===== config.mk =====
export PLATFORM = sky130hd
export DESIGN_NAME = sofm_top
export DESIGN_NICKNAME = d
export VERILOG_FILES = /design/src/hdl/sofm_pkg.sv /design/src/hdl/sofm_select.sv /design/src/hdl/sofm_top.sv
export SDC_FILE = /design/constraint.sdc
export NUM_CORES = 1
export LEC_CHECK = 0
export BUFFER_PORTS_ARGS = -buffer_cell sky130_fd_sc_hd__buf_2
export CAP_MARGIN = 5
export CORE_UTILIZATION = 35
export CTS_CLUSTER_SIZE = 14
export DETAILED_ROUTE_END_ITERATION = 8
export SYNTH_ARGS = -nofsm -noshare
export SYNTH_HDL_FRONTEND = slang
export SYNTH_SLANG_ARGS = --single-unit

===== constraint.sdc =====
create_clock -name core_clk_i -period 2.57 [get_ports core_clk_i]
set_input_delay 0.257 -clock core_clk_i [delete_from_list [all_inputs] [get_ports core_clk_i]]
set_output_delay 0.257 -clock core_clk_i [all_outputs]
set_load 0.03 [all_outputs]

===== src/hdl/sofm_pkg.sv =====
// Package: constants and types for the status output routing and fan monitor
package sofm_pkg;

  localparam int unsigned SEL_W = 7;

  // Selection codes
  localparam logic [6:0] SEL_RUNNING      = 7'h00;
  localparam logic [6:0] SEL_AT_TARGET    = 7'h01;
  localparam logic [6:0] SEL_OVERLOAD     = 7'h03;
  localparam logic [6:0] SEL_FREQ_DETECT  = 7'h04;
  localparam logic [6:0] SEL_READY        = 7'h0b;
  localparam logic [6:0] SEL_CURR_DETECT  = 7'h0c;
  localparam logic [6:0] SEL_ZERO_CURR    = 7'h0d;
  localparam logic [6:0] SEL_MINOR_FAULT  = 7'h62;
  localparam logic [6:0] SEL_MAJOR_FAULT  = 7'h63;

  // Reset defaults of the three selection settings
  localparam logic [6:0] OUT_A_SEL_RST    = 7'h00;
  localparam logic [6:0] OUT_B_SEL_RST    = 7'h04;
  localparam logic [6:0] RELAY_SEL_RST    = 7'h63;

  // Mode encodings
  localparam logic FAN_MODE_ALWAYS        = 1'b0;
  localparam logic FAN_MODE_TEMP          = 1'b1;
  localparam logic GND_CHECK_OFF          = 1'b0;
  localparam logic GND_CHECK_RST          = 1'b0;

  // Alarm code reported for a ground fault at start (arbitrary encoding)
  localparam logic [7:0] GROUND_FAULT_ALARM_CODE = 8'h01;

  // Start check timing
  localparam int unsigned CLK_HZ          = 10_000_000;
  localparam int unsigned GND_CHECK_MS    = 20;
  localparam int unsigned GND_CHECK_CYC   = (CLK_HZ / 1000) * GND_CHECK_MS;
  localparam int unsigned CNT_W           = 18;

  typedef enum logic [1:0] {
    SOFM_IDLE,
    SOFM_CHECK,
    SOFM_RUN,
    SOFM_TRIP
  } sofm_state_e;

endpackage


===== src/hdl/sofm_select.sv =====
// Code-to-indication selector for one output point
`timescale 1ns/1ps
`default_nettype none
module sofm_select
  import sofm_pkg::*;
(
  input  wire logic [SEL_W-1:0] sel_i,
  input  wire logic             running_i,
  input  wire logic             at_target_frequency_i,
  input  wire logic             overload_alarm_i,
  input  wire logic             output_frequency_detect_i,
  input  wire logic             operation_ready_i,
  input  wire logic             output_current_detect_i,
  input  wire logic             zero_current_detect_i,
  input  wire logic             minor_fault_flag_i,
  input  wire logic             major_fault_i,
  output logic                  point_o
);
  always_comb begin
    case (sel_i)
      SEL_RUNNING:     point_o = running_i;
      SEL_AT_TARGET:   point_o = at_target_frequency_i;
      SEL_OVERLOAD:    point_o = overload_alarm_i;
      SEL_FREQ_DETECT: point_o = output_frequency_detect_i;
      SEL_READY:       point_o = operation_ready_i;
      SEL_CURR_DETECT: point_o = output_current_detect_i;
      SEL_ZERO_CURR:   point_o = zero_current_detect_i;
      SEL_MINOR_FAULT: point_o = minor_fault_flag_i;
      SEL_MAJOR_FAULT: point_o = major_fault_i;
      default:         point_o = 1'b0;
    endcase
  end
endmodule
`default_nettype wire


===== src/hdl/sofm_top.sv =====
// Status output routing, cooling fan control and ground check at start
`timescale 1ns/1ps
`default_nettype none
module sofm_top
  import sofm_pkg::*;
#(
  parameter int unsigned CHECK_CYCLES = GND_CHECK_CYC
)(
  input  wire logic                core_clk_i,
  input  wire logic                rst_i,
  input  wire logic [SEL_W-1:0]    output_a_select_i,
  input  wire logic [SEL_W-1:0]    output_b_select_i,
  input  wire logic [SEL_W-1:0]    relay_output_select_i,
  input  wire logic                fan_mode_setting_i,
  input  wire logic                ground_check_enable_i,
  input  wire logic                start_cmd_i,
  input  wire logic                freq_at_start_i,
  input  wire logic                at_target_frequency_i,
  input  wire logic                overload_alarm_i,
  input  wire logic                output_frequency_detect_i,
  input  wire logic                operation_ready_i,
  input  wire logic                output_current_detect_i,
  input  wire logic                zero_current_detect_i,
  input  wire logic                protect_trip_i,
  input  wire logic                fan_running_i,
  input  wire logic                temp_high_i,
  input  wire logic                ground_fault_sense_i,
  input  wire logic                fault_reset_i,
  output logic                     output_a_o,
  output logic                     output_b_o,
  output logic                     major_fault_contact_o,
  output logic                     remote_input_slot_a_o,
  output logic                     remote_input_slot_b_o,
  output logic                     remote_input_slot_c_o,
  output logic                     fan_on_o,
  output logic                     minor_fault_flag_o,
  output logic                     drive_enable_o,
  output logic                     ground_fault_alarm_o,
  output logic [7:0]               alarm_code_o
);
  import sofm_pkg::*;

  typedef struct packed {
    sofm_state_e      state;
    logic [CNT_W-1:0] cnt;
    logic             start_d;
    logic             gf_trip;
    logic [7:0]       alarm_code;
    logic             fan_on;
    logic             fan_fault;
    logic             drive_en;
    logic [2:0]       points;
  } sofm_s;

  sofm_s st_reg;
  sofm_s st_next;

  localparam logic [CNT_W-1:0] CHECK_LAST = CNT_W'(CHECK_CYCLES - 1);

  logic running;
  logic major_fault;
  logic pt_a;
  logic pt_b;
  logic pt_c;

  // Running means powered output above the starting frequency
  assign running     = st_reg.drive_en & freq_at_start_i;
  assign major_fault = protect_trip_i | st_reg.gf_trip;

  // Same selector per point lets any code appear on several points
  sofm_select u_sel_a (
    .sel_i                     (output_a_select_i),
    .running_i                 (running),
    .at_target_frequency_i     (at_target_frequency_i),
    .overload_alarm_i          (overload_alarm_i),
    .output_frequency_detect_i (output_frequency_detect_i),
    .operation_ready_i         (operation_ready_i),
    .output_current_detect_i   (output_current_detect_i),
    .zero_current_detect_i     (zero_current_detect_i),
    .minor_fault_flag_i        (st_reg.fan_fault),
    .major_fault_i             (major_fault),
    .point_o                   (pt_a)
  );
  sofm_select u_sel_b (
    .sel_i                     (output_b_select_i),
    .running_i                 (running),
    .at_target_frequency_i     (at_target_frequency_i),
    .overload_alarm_i          (overload_alarm_i),
    .output_frequency_detect_i (output_frequency_detect_i),
    .operation_ready_i         (operation_ready_i),
    .output_current_detect_i   (output_current_detect_i),
    .zero_current_detect_i     (zero_current_detect_i),
    .minor_fault_flag_i        (st_reg.fan_fault),
    .major_fault_i             (major_fault),
    .point_o                   (pt_b)
  );
  sofm_select u_sel_c (
    .sel_i                     (relay_output_select_i),
    .running_i                 (running),
    .at_target_frequency_i     (at_target_frequency_i),
    .overload_alarm_i          (overload_alarm_i),
    .output_frequency_detect_i (output_frequency_detect_i),
    .operation_ready_i         (operation_ready_i),
    .output_current_detect_i   (output_current_detect_i),
    .zero_current_detect_i     (zero_current_detect_i),
    .minor_fault_flag_i        (st_reg.fan_fault),
    .major_fault_i             (major_fault),
    .point_o                   (pt_c)
  );

  always_comb begin
    st_next         = st_reg;
    st_next.start_d = start_cmd_i;
    st_next.points  = {pt_c, pt_b, pt_a};

    case (st_reg.state)
      SOFM_IDLE: begin
        st_next.drive_en = 1'b0;
        if (start_cmd_i && !st_reg.start_d && !protect_trip_i) begin
          if (ground_check_enable_i != GND_CHECK_OFF) begin
            st_next.state = SOFM_CHECK;
            st_next.cnt   = '0;
          end else begin
            st_next.state    = SOFM_RUN;
            st_next.drive_en = 1'b1;
          end
        end
      end
      SOFM_CHECK: begin
        // Output stays off for the whole check window
        st_next.drive_en = 1'b0;
        if (ground_fault_sense_i) begin
          st_next.state      = SOFM_TRIP;
          st_next.gf_trip    = 1'b1;
          st_next.alarm_code = GROUND_FAULT_ALARM_CODE;
        end else if (!start_cmd_i) begin
          st_next.state = SOFM_IDLE;
        end else if (st_reg.cnt == CHECK_LAST) begin
          st_next.state    = SOFM_RUN;
          st_next.drive_en = 1'b1;
        end else begin
          st_next.cnt = st_reg.cnt + 1'b1;
        end
      end
      SOFM_RUN: begin
        // Ground sense is ignored once running
        if (!start_cmd_i || protect_trip_i) begin
          st_next.state    = SOFM_IDLE;
          st_next.drive_en = 1'b0;
        end
      end
      SOFM_TRIP: begin
        st_next.drive_en = 1'b0;
        if (fault_reset_i) begin
          st_next.state      = SOFM_IDLE;
          st_next.gf_trip    = 1'b0;
          st_next.alarm_code = 8'h00;
        end
      end
      default: begin
        st_next.state    = SOFM_IDLE;
        st_next.drive_en = 1'b0;
      end
    endcase

    // Fan command and fault monitor
    if (fan_mode_setting_i == FAN_MODE_ALWAYS) begin
      st_next.fan_on    = 1'b1;
      st_next.fan_fault = !fan_running_i;
    end else begin
      st_next.fan_on    = running | temp_high_i;
      // Fan is judged against the previous command to allow the registered output
      st_next.fan_fault = running && (st_reg.fan_on != fan_running_i);
    end
  end

  always_ff @(posedge core_clk_i) begin
    if (rst_i) begin
      st_reg            <= '0;
      st_reg.state      <= SOFM_IDLE;
      st_reg.fan_on     <= 1'b1;
      st_reg.points     <= 3'b000;
    end else begin
      st_reg <= st_next;
    end
  end

  assign output_a_o            = st_reg.points[0];
  assign output_b_o            = st_reg.points[1];
  assign major_fault_contact_o = st_reg.points[2];
  assign remote_input_slot_a_o = st_reg.points[0];
  assign remote_input_slot_b_o = st_reg.points[1];
  assign remote_input_slot_c_o = st_reg.points[2];
  assign fan_on_o              = st_reg.fan_on;
  assign minor_fault_flag_o    = st_reg.fan_fault;
  assign drive_enable_o        = st_reg.drive_en;
  assign ground_fault_alarm_o  = st_reg.gf_trip;
  assign alarm_code_o          = st_reg.alarm_code;
endmodule
`default_nettype wire


# After elaboration in Yosys (flattened, before gate mapping)
# Cells that the tools add are included.
[classes] n_mux=27 reduce_logical=18 n_eq_ne=38 n_addsub=1 bitwise=4
[op_table] op="$mux 18" n=4
[op_table] op="$eq 7x4->1 const B" n=9
[op_table] op="$eq 7x7->1 const B" n=6
[op_table] op="$pmux 18 s2" n=1
[op_table] op="$pmux 1 s9" n=3
[op_table] op="$eq 7x1->1 const B" n=3
[op_table] op="$eq 7x2->1 const B" n=3
[op_table] op="$eq 7x3->1 const B" n=3
[op_table] op="$logic_not 7->1" n=3
[op_table] op="$mux 20" n=1
[op_table] op="$add 18x1->18 const B" n=1
[op_table] op="$eq 18x18->1 const B" n=1
[op_table] op="$mux 9" n=2
[op_table] op="$pmux 9 s2" n=1
[op_table] op="$ne 2x2->1 const B" n=8
[op_table] op="$mux 2" n=6
[op_table] op="$pmux 2 s4" n=1
[op_table] op="$mux 1" n=7
[op_table] op="$reduce_and 6->1" n=1
[op_table] op="$eq 2x2->1 const B" n=2
[op_table] op="$logic_not 1->1" n=4
[op_table] op="$ne 4x4->1 const B" n=1
[op_table] op="$pmux 1 s4" n=1
[op_table] op="$reduce_and 4->1" n=1
[op_table] op="other kinds (11)" n=15
[word_totals] elab_cells=97 ff_bits=36 inputBits=38

# Longest topological paths before layout
# Gate-level depths: netlist of the first run.
[logic_depth] word_depth=5 depth_mapped=8

# By module
# Synthesis of the first run repeated with hierarchy kept, for this count alone.
[hier_totals] cells_unflattened=248 area_unflattened_um2=1899.3
[by_module_without_submodules] module="sofm_top" n_inst=1 cells_per_inst=200 area_each_um2=1554.0 seq_area_each_um2=560.5
[by_module_without_submodules] module="sofm_select" n_inst=3 cells_per_inst=16 area_each_um2=115.1 seq_area_each_um2=0.0

# Worst setup path after synthesis of the first run
# OpenSTA, ideal clock, no wires.
[synth_timing] path_kind="reg2reg" start="register st_reg[24] (netlist bit)" end="register st_reg[17] (netlist bit)" t_arrival_ns=1.628 path_buffers=2 path_stages_with_launch=8 setup_ns=0.128 setup_slack_ns=0.815 required_ns=2.442 path_cell_list="dfxtp_1 > and4bb_2 > nand4_2 > o31ai_2 > buf_4 > buf_6 > mux2i_1 > nor2_1"
[synth_via] elab_chain_len=3
[synth_lines] element="start, declared" line="sofm_top.sv:55" source="sofm_s st_reg;"
[synth_lines] element="start signal, assigned" line="sofm_top.sv:184" source="st_reg <= st_next;"
[synth_lines] element="$eq 18x18->1" line="sofm_top.sv:138" source="end else if (st_reg.cnt == CHECK_LAST) begin"
[synth_lines] element="$ne 2x2->1 (no source line)"
[synth_lines] element="$reduce_and 6->1 (no source line)"
# Every way passes these cells.
# A chain may end at the register's enable or synchronous reset.

# Worst setup path in the final report of the first run
[layout_timing] start="register st_reg[34] (netlist bit)" end="register st_reg[33] (netlist bit)"
[layout_via] elab_chain_len=3
[layout_lines] element="$eq 2x1->1 or $logic_not 2->1 (tied branches)" line="sofm_top.sv:116" source="case (st_reg.state)"
[layout_lines] element="$ne 2x2->1 (no source line) or $reduce_bool 2->1 (tied branches)"
[layout_lines] element="$reduce_and 6->1 (no source line)"
# Several ways; a longest one is shown, not always the timed one.

==> impl_metrics.env, run 1 <==
export IMPL_status="finished clean"
export IMPL_fin_crit_sh=0.799
export IMPL_antenna_found_initial=0
export IMPL_fin_nets=313
export IMPL_synth_edf_count=0
export IMPL_setup_viol=0
export IMPL_fmax_mhz=487
export IMPL_r2r_cells=6
export IMPL_yosys_cell_count_top_type="dfxtp_1"
export IMPL_comb_power_share=0.230
export IMPL_dr_total_vias=1832
export IMPL_wire_per_inst_um=12.3
export IMPL_holdCritPathClass="input pin to flip-flop"
export IMPL_dieHeight_um=75.8
export IMPL_drt_wl_total_mm=4.23
export IMPL_crit_arrival_ns=2.27
export IMPL_path_clk_slew_ns=0.10
export IMPL_power_share_clock=0.321
export IMPL_cts_hold_buf=0
export IMPL_cp_required_ns=2.79
export IMPL_drc=0
export IMPL_post_cts_resized=0
export IMPL_vdd_drop_max_uv=367
export IMPL_intPower_mw=0.758
export IMPL_clockBufferDepth=2
export IMPL_syn_to_final_growth_pct=15.0
export IMPL_yosys_warnings=0
export IMPL_seq_area_frac_synth=0.294
export IMPL_numCtsBuffers=3
export IMPL_holdCritStartpoint="output_b_select_i[4]"
export IMPL_timing_hold_violations_final=0
export IMPL_rows=26
export IMPL_reg2reg_from="st_reg[34]"
export IMPL_tritoncts="done"
export IMPL_die_area_sq_um=5750
export IMPL_p_per_area_nw_per_um2=497
export IMPL_gr_total_overflow=0
export IMPL_startpoint="st_reg[34]"
export IMPL_insertion_delay_ns=0.28
export IMPL_synth_distinct_cells=57
export IMPL_rsz0062_at_grt="no"
export IMPL_grt_pass1_vias=1570
export IMPL_grt_usage=0.155
export IMPL_leakage_nw=0.856
export IMPL_period_minus_slack_ns=2.05
export IMPL_p_switching_mw=0.332
export IMPL_cp_start_kind="flip-flop"
export IMPL_p_seq_frac=0.449
export IMPL_syn_area_sq_um=1910
export IMPL_ys_seq_elements=28
export IMPL_fin_util=0.424
export IMPL_min_path_cells=2
export IMPL_critical_path_max_stage_delay_ns=0.64
export IMPL_finalSetupTns_ns=0
export IMPL_switching_share=0.304
export IMPL_clock_sink_count=28
export IMPL_h_tree_depth=1
export IMPL_slew_violations=0
export IMPL_num_antenna_cells=0
export IMPL_cp_max_fo=22
export IMPL_grt_pass1_wl_mm=7.00
export IMPL_crit_chain="and4bb_1, a31o_4, o31ai_2, buf_4, or4_1, a21oi_1"
export IMPL_dp_hpwl_mm=3.20
export IMPL_io_buffers=48
export IMPL_cp_slowest_cell="dfxtp_1"
export IMPL_syn_area_per_cell_sq_um=8.09
export IMPL_ys_flop_type="dfxtp_1"
export IMPL_drt_iter0_drc=52
export IMPL_ys_top_cells_by_area="dfxtp_1, a21oi_1, buf_4"
export IMPL_fp_coreArea_sq_um=5170
export IMPL_start_util=0.369
export IMPL_clock_root_buffer="clkbuf_8"
export IMPL_dr_pass1_iters=4
export IMPL_max_cap_violations=0
export IMPL_async_reset_ff_frac=0
export IMPL_path_class="flip-flop to flip-flop"
export IMPL_io_pins=56
export IMPL_max_slew_margin_rel=0.613
export IMPL_worst_slew_pin_slew_ns=0.573
export IMPL_final_layout_size_suffix_gt1_frac=0.249
export IMPL_finClkSkew_ns=0.00974
export IMPL_drt_vias_per_instance=5.34
export IMPL_post_cts_buffers=0
export IMPL_largest_register_ff_count=21
export IMPL_synth_commonest_cells="dfxtp_1, nor2_1, a21oi_1"
export IMPL_ant_nets=0
export IMPL_die_w_um=75.8
export IMPL_gp_congestion=0.802
export IMPL_synth_area_leader_cell="dfxtp_1"
export IMPL_synth_top_area_frac=0.294
export IMPL_cp_end_kind="flip-flop"
export IMPL_syn_inst=236
export IMPL_grt_max_degree=23
## per-layer routing
layer / GRT usage / part of all wire
met1: 0.203 / 0.47
met2: 0.267 / 0.48
met3: 0.0198 / 0.041
met4: 0.0432 / 0.0095
met5: 0 / 0
## power groups by stage
stage | clock network (mW) | logic, mW | registers [mW]
3_5_place_dp | 0 | 0.250 | 0.498
5_1_grt | 0.382 | 0.281 | 0.495
2_1_floorplan | 0 | 0.202 | 0.492
4_1_cts | 0.362 | 0.252 | 0.488
6_report | 0.349 | 0.251 | 0.489
3_3_place_gp | 0 | 0.251 | 0.498
## cell families (layout without fill, tap and decap cells)
logic type	count (synthesis)	after routing	synth area share
and+or+nand+nor	99	99	0.313
AOI/OAI and AO/OA	67	67	0.237
buffers and inverters	29	60	0.0911
DFF	28	28	0.294
muxes	8	8	0.0433
xor gates and xnor gates	3	3	0.0138
adders and majority gates	1	1	0.00656
other	1	7	0.00197
## layout make-up
| class | count | area (sq um) |
|---|---|---|
| flip-flops and latches | 28 | 561 |
| multi-input cells | 185 | 1200 |
| fillers | 531 | 2980 |
| clock inverters | 1 | 30.0 |
| repair buffers | 50 | 255 |
| inverters | 6 | 22.5 |
| well taps | 70 | 87.6 |
| clock buffers | 3 | 41.3 |
## stage by stage
stage	power, mW	instance area (sq um)	hold WS, ns	worst slack, ns	cells
2_1_floorplan	0.694	1930	0.329	0.815	242
3_3_place_gp	0.749	2120	0.430	0.617	339
3_5_place_dp	0.749	2120	0.437	0.576	339
4_1_cts	1.10	2190	0.131	0.542	343
5_1_grt	1.16	2190	0.131	0.366	343
6_report	1.09	2190	0.143	0.517	343
## critical path, delay by kind of cell, from the launching register on
family          cells  cell delay (ns)
simple gates        2             0.80
flops               1             0.64
compound gates      3             0.35
buf+inv             1             0.20
## worst paths after layout
kind,slack [ns],to
setup / recovery,0.52,st_reg[33]
hold / removal,0.14,output_b_o
setup reg to reg,0.52,st_reg[33]
hold reg to reg,0.49,st_reg[27]
## cells in the final DEF (no fill, tap or decap), types with 3 or more instances in the layout
| master | instances |
|---|---|
| clkbuf_8 | 3 |
| a21oi_1 | 21 |
| or4_1 | 9 |
| dfxtp_1 | 28 |
| nand3_1 | 10 |
| nor3_1 | 3 |
| nor3b_1 | 3 |
| inv_1 | 6 |
| mux2i_1 | 6 |
| nor2b_1 | 3 |
| o21ai_0 | 14 |
| nor4_1 | 3 |
| conb_1 | 7 |
| nand4_1 | 4 |
| buf_2 | 48 |
| o31ai_1 | 10 |
| nand2_1 | 15 |
| a211oi_1 | 3 |
| or3_1 | 6 |
| nor2_1 | 25 |
(Power assumes the default switching activity.)
==> inputs of run 2 (changes only) <==
--- a/config.mk
+++ b/config.mk
@@ -5,6 +5,7 @@
 export SDC_FILE = /design/constraint.sdc
 export NUM_CORES = 1
 export LEC_CHECK = 0
+export ABC_AREA = 1
 export BUFFER_PORTS_ARGS = -buffer_cell sky130_fd_sc_hd__buf_2
 export CAP_MARGIN = 5
 export CORE_UTILIZATION = 35
==> constraint.sdc (replaced) <==
create_clock -name core_clk_i -period 1.95 [get_ports core_clk_i]
set_input_delay 0.195 -clock core_clk_i [delete_from_list [all_inputs] [get_ports core_clk_i]]
set_output_delay 0.195 -clock core_clk_i [all_outputs]
set_load 0.03 [all_outputs]
==> run 2 against run 1 <==
Net effect: first-iteration DRC count grew 130%; sequential share of layout area shrank 3.7 points; sequential power grew 21%; total power grew 14%; largest cell class unchanged; highest routed layer unchanged.
==> impl_metrics.env, run 2 <==
export IMPL_status="finished clean"
export IMPL_cp_end_kind="flip-flop"
export IMPL_slew_violations=0
export IMPL_grt_pass1_wl_mm=9.63
export IMPL_ys_top_cells_by_area="dfxtp_1, nand2_1, nor2_1"
export IMPL_fmax_mhz=581
export IMPL_dr_pass1_iters=4
export IMPL_worst_slew_pin_slew_ns=0.615
export IMPL_nFillCells=692
export IMPL_io_buffers=48
export IMPL_path_class="flip-flop to flip-flop"
export IMPL_startpoint="st_reg[17]"
export IMPL_insertion_delay_ns=0.28
export IMPL_syn_to_final_growth_pct=14.8
export IMPL_mostFrequentLayoutCells="nand2_1, nor2_1, buf_2"
export IMPL_grt_pass1_vias=2292
export IMPL_seq_area_frac_synth=0.251
export IMPL_h_tree_depth=1
export IMPL_drt_iter0_drc=122
export IMPL_p_switching_mw=0.393
export IMPL_syn_area_per_cell_sq_um=5.89
export IMPL_setup_ws_ns=0.228
export IMPL_clockBufferDepth=2
export IMPL_gr_total_overflow=0
export IMPL_dp_hpwl_mm=4.41
export IMPL_r2r_setup_slack_ns=0.23
export IMPL_holdCritStartpoint="temp_high_i"
export IMPL_layout_commonest_cell="nand2_1"
export IMPL_async_reset_ff_frac=0
export IMPL_holdCritPathClass="input pin to flip-flop"
export IMPL_rows=28
export IMPL_leakage_nw=1.11
export IMPL_final_layout_size_suffix_gt1_frac=0.167
export IMPL_synth_area_leader_cell="dfxtp_1"
export IMPL_dr_total_vias=2438
export IMPL_setup_viol=0
export IMPL_grt_usage=0.185
export IMPL_vdd_drop_max_uv=269
export IMPL_max_cap_violations=0
export IMPL_drt_vias_per_instance=4.89
export IMPL_finalSetupTns_ns=0
export IMPL_period_minus_slack_ns=1.72
export IMPL_syn_inst=379
export IMPL_synth_top_area_frac=0.251
export IMPL_die_area_sq_um=6700
export IMPL_gp_congestion=0.920
export IMPL_drc=0
export IMPL_cp_start_kind="flip-flop"
export IMPL_largest_register_ff_count=21
export IMPL_fin_crit_sh=0.883
export IMPL_fp_coreArea_sq_um=6030
export IMPL_crit_arrival_ns=1.91
export IMPL_comb_power_share=0.221
export IMPL_dieHeight_um=81.8
export IMPL_p_total_mw=1.24
export IMPL_yosys_cell_count_top_type="nand2_1"
export IMPL_intPower_mw=0.851
export IMPL_grt_max_degree=24
export IMPL_finClkSkew_ns=0.00503
export IMPL_path_clk_slew_ns=0.10
export IMPL_p_per_area_nw_per_um2=486
export IMPL_tritoncts="done"
export IMPL_multi_input_area_sq_um=1420
export IMPL_ant_nets=0
export IMPL_fin_nets=464
export IMPL_drt_wl_total_mm=5.68
export IMPL_rsz0062_at_grt="no"
export IMPL_wire_per_inst_um=11.4
export IMPL_synth_edf_count=0
export IMPL_antenna_found_initial=0
export IMPL_syn_area_sq_um=2230
export IMPL_die_w_um=81.8
export IMPL_seq_area_sq_um=561
export IMPL_timing_hold_violations_final=0
export IMPL_num_antenna_cells=0
export IMPL_reg2reg_from="st_reg[17]"
export IMPL_ys_flop_type="dfxtp_1"
export IMPL_post_cts_buffers=0
export IMPL_max_slew_margin_rel=0.587
export IMPL_power_share_clock=0.303
export IMPL_cp_required_ns=2.14
export IMPL_p_seq_frac=0.476
export IMPL_ys_seq_elements=28
export IMPL_clock_root_buffer="clkbuf_8"
export IMPL_switching_share=0.316
export IMPL_yosys_warnings=0
export IMPL_io_pins=56
export IMPL_synth_distinct_cells=35
export IMPL_dp_slack_ns=0.157
export IMPL_clock_sink_count=28
export IMPL_numCtsBuffers=3
export IMPL_synth_commonest_cells="nand2_1, nor2_1, inv_1"
export IMPL_start_util=0.370
export IMPL_cp_max_fo=20
-- run 2: cell types whose count changed in the layout (fill, tap and decap cells not counted), sizes merged, moves of 5 or more --
cell,previous run,this run
nand2,15,102
nor2,26,68
inv,6,41
nand3,10,39
o31ai,11,0
nor3,3,13
or4,9,0
or3,7,0
mux2i,6,0
nand4,6,12
o21ai,14,8
xor2,2,7
-- run 2: routing by layer --
layer,global-route usage,vias to the layer above,part of all wire,wire length [um]
li1,-,1288,-,-
met1,0.223,1076,0.48,2700
met2,0.332,64,0.47,2650
met3,0.0189,10,0.040,229
met4,0.0719,0,0.017,98
met5,0,-,0,0
-- run 2: power groups by stage --
stage	registers (mW)	clock network, mW	logic (mW)
6_report	0.593	0.377	0.274
5_1_grt	0.595	0.412	0.305
4_1_cts	0.593	0.398	0.268
3_5_place_dp	0.606	0	0.268
3_3_place_gp	0.606	0	0.267
2_1_floorplan	0.613	0	0.184
-- run 2: cells by family (layout without fill, tap and decap cells) --
family / after synthesis / count (layout) / synth area share
other: 1 / 7 / 0.00168
AO/OA/AOI/OAI: 38 / 38 / 0.104
buffers and inverters: 59 / 98 / 0.126
AND/OR/NAND/NOR: 243 / 243 / 0.476
adder cells (fa/ha/maj): 1 / 1 / 0.00561
flip-flops: 28 / 28 / 0.251
XOR/XNOR: 9 / 9 / 0.0353
-- run 2: per-stage QoR --
| step | utilization | hold WS, ns | cell area, sq um | std cells |
|---|---|---|---|---|
| 6_report | 0.425 | 0.104 | 2560 | 499 |
| 5_1_grt | 0.425 | 0.120 | 2560 | 499 |
| 2_1_floorplan | - | 0.257 | 2250 | 385 |
| 4_1_cts | 0.424 | 0.0970 | 2550 | 499 |
| 3_5_place_dp | 0.414 | 0.401 | 2500 | 495 |
| 3_3_place_gp | 0.414 | 0.398 | 2500 | 495 |
-- run 2: layout make-up --
| cell class | count | share of cell area |
|---|---|---|
| Tap cell | 75 | 0.0366 |
| Sequential cell | 28 | 0.219 |
| Multi-Input combinational cell | 298 | 0.554 |
| Clock buffer | 4 | 0.0215 |
| Timing Repair Buffer | 53 | 0.108 |
| Inverter | 41 | 0.0601 |
-- run 2: path summary, 6_finish.rpt --
path	depth (start not counted)	end
worst min register to register	2	alarm_code_o[0]
worst max-delay path	10	st_reg[17]
worst min-delay path	3	fan_on_o
worst max register to register	10	st_reg[17]
-- run 2: what timing repair did --
item                                    CTS  global route
endpoints found under the setup margin    0             2
resized for setup                         0             1
hold endpoints to repair                  0             0
hold buffers                              0             0
-- run 2: worst max-delay path, cell delays in order (launching register included) --
cell	delay [ns]
dfxtp_1	0.38
ha_1	0.25
nand3_2	0.15
nor2_2	0.16
nand2_1	0.07
nand2_2	0.13
nand2_4	0.13
nand2_8	0.16
nand2_1	0.06
o21ai_0	0.07
nor2_1	0.05
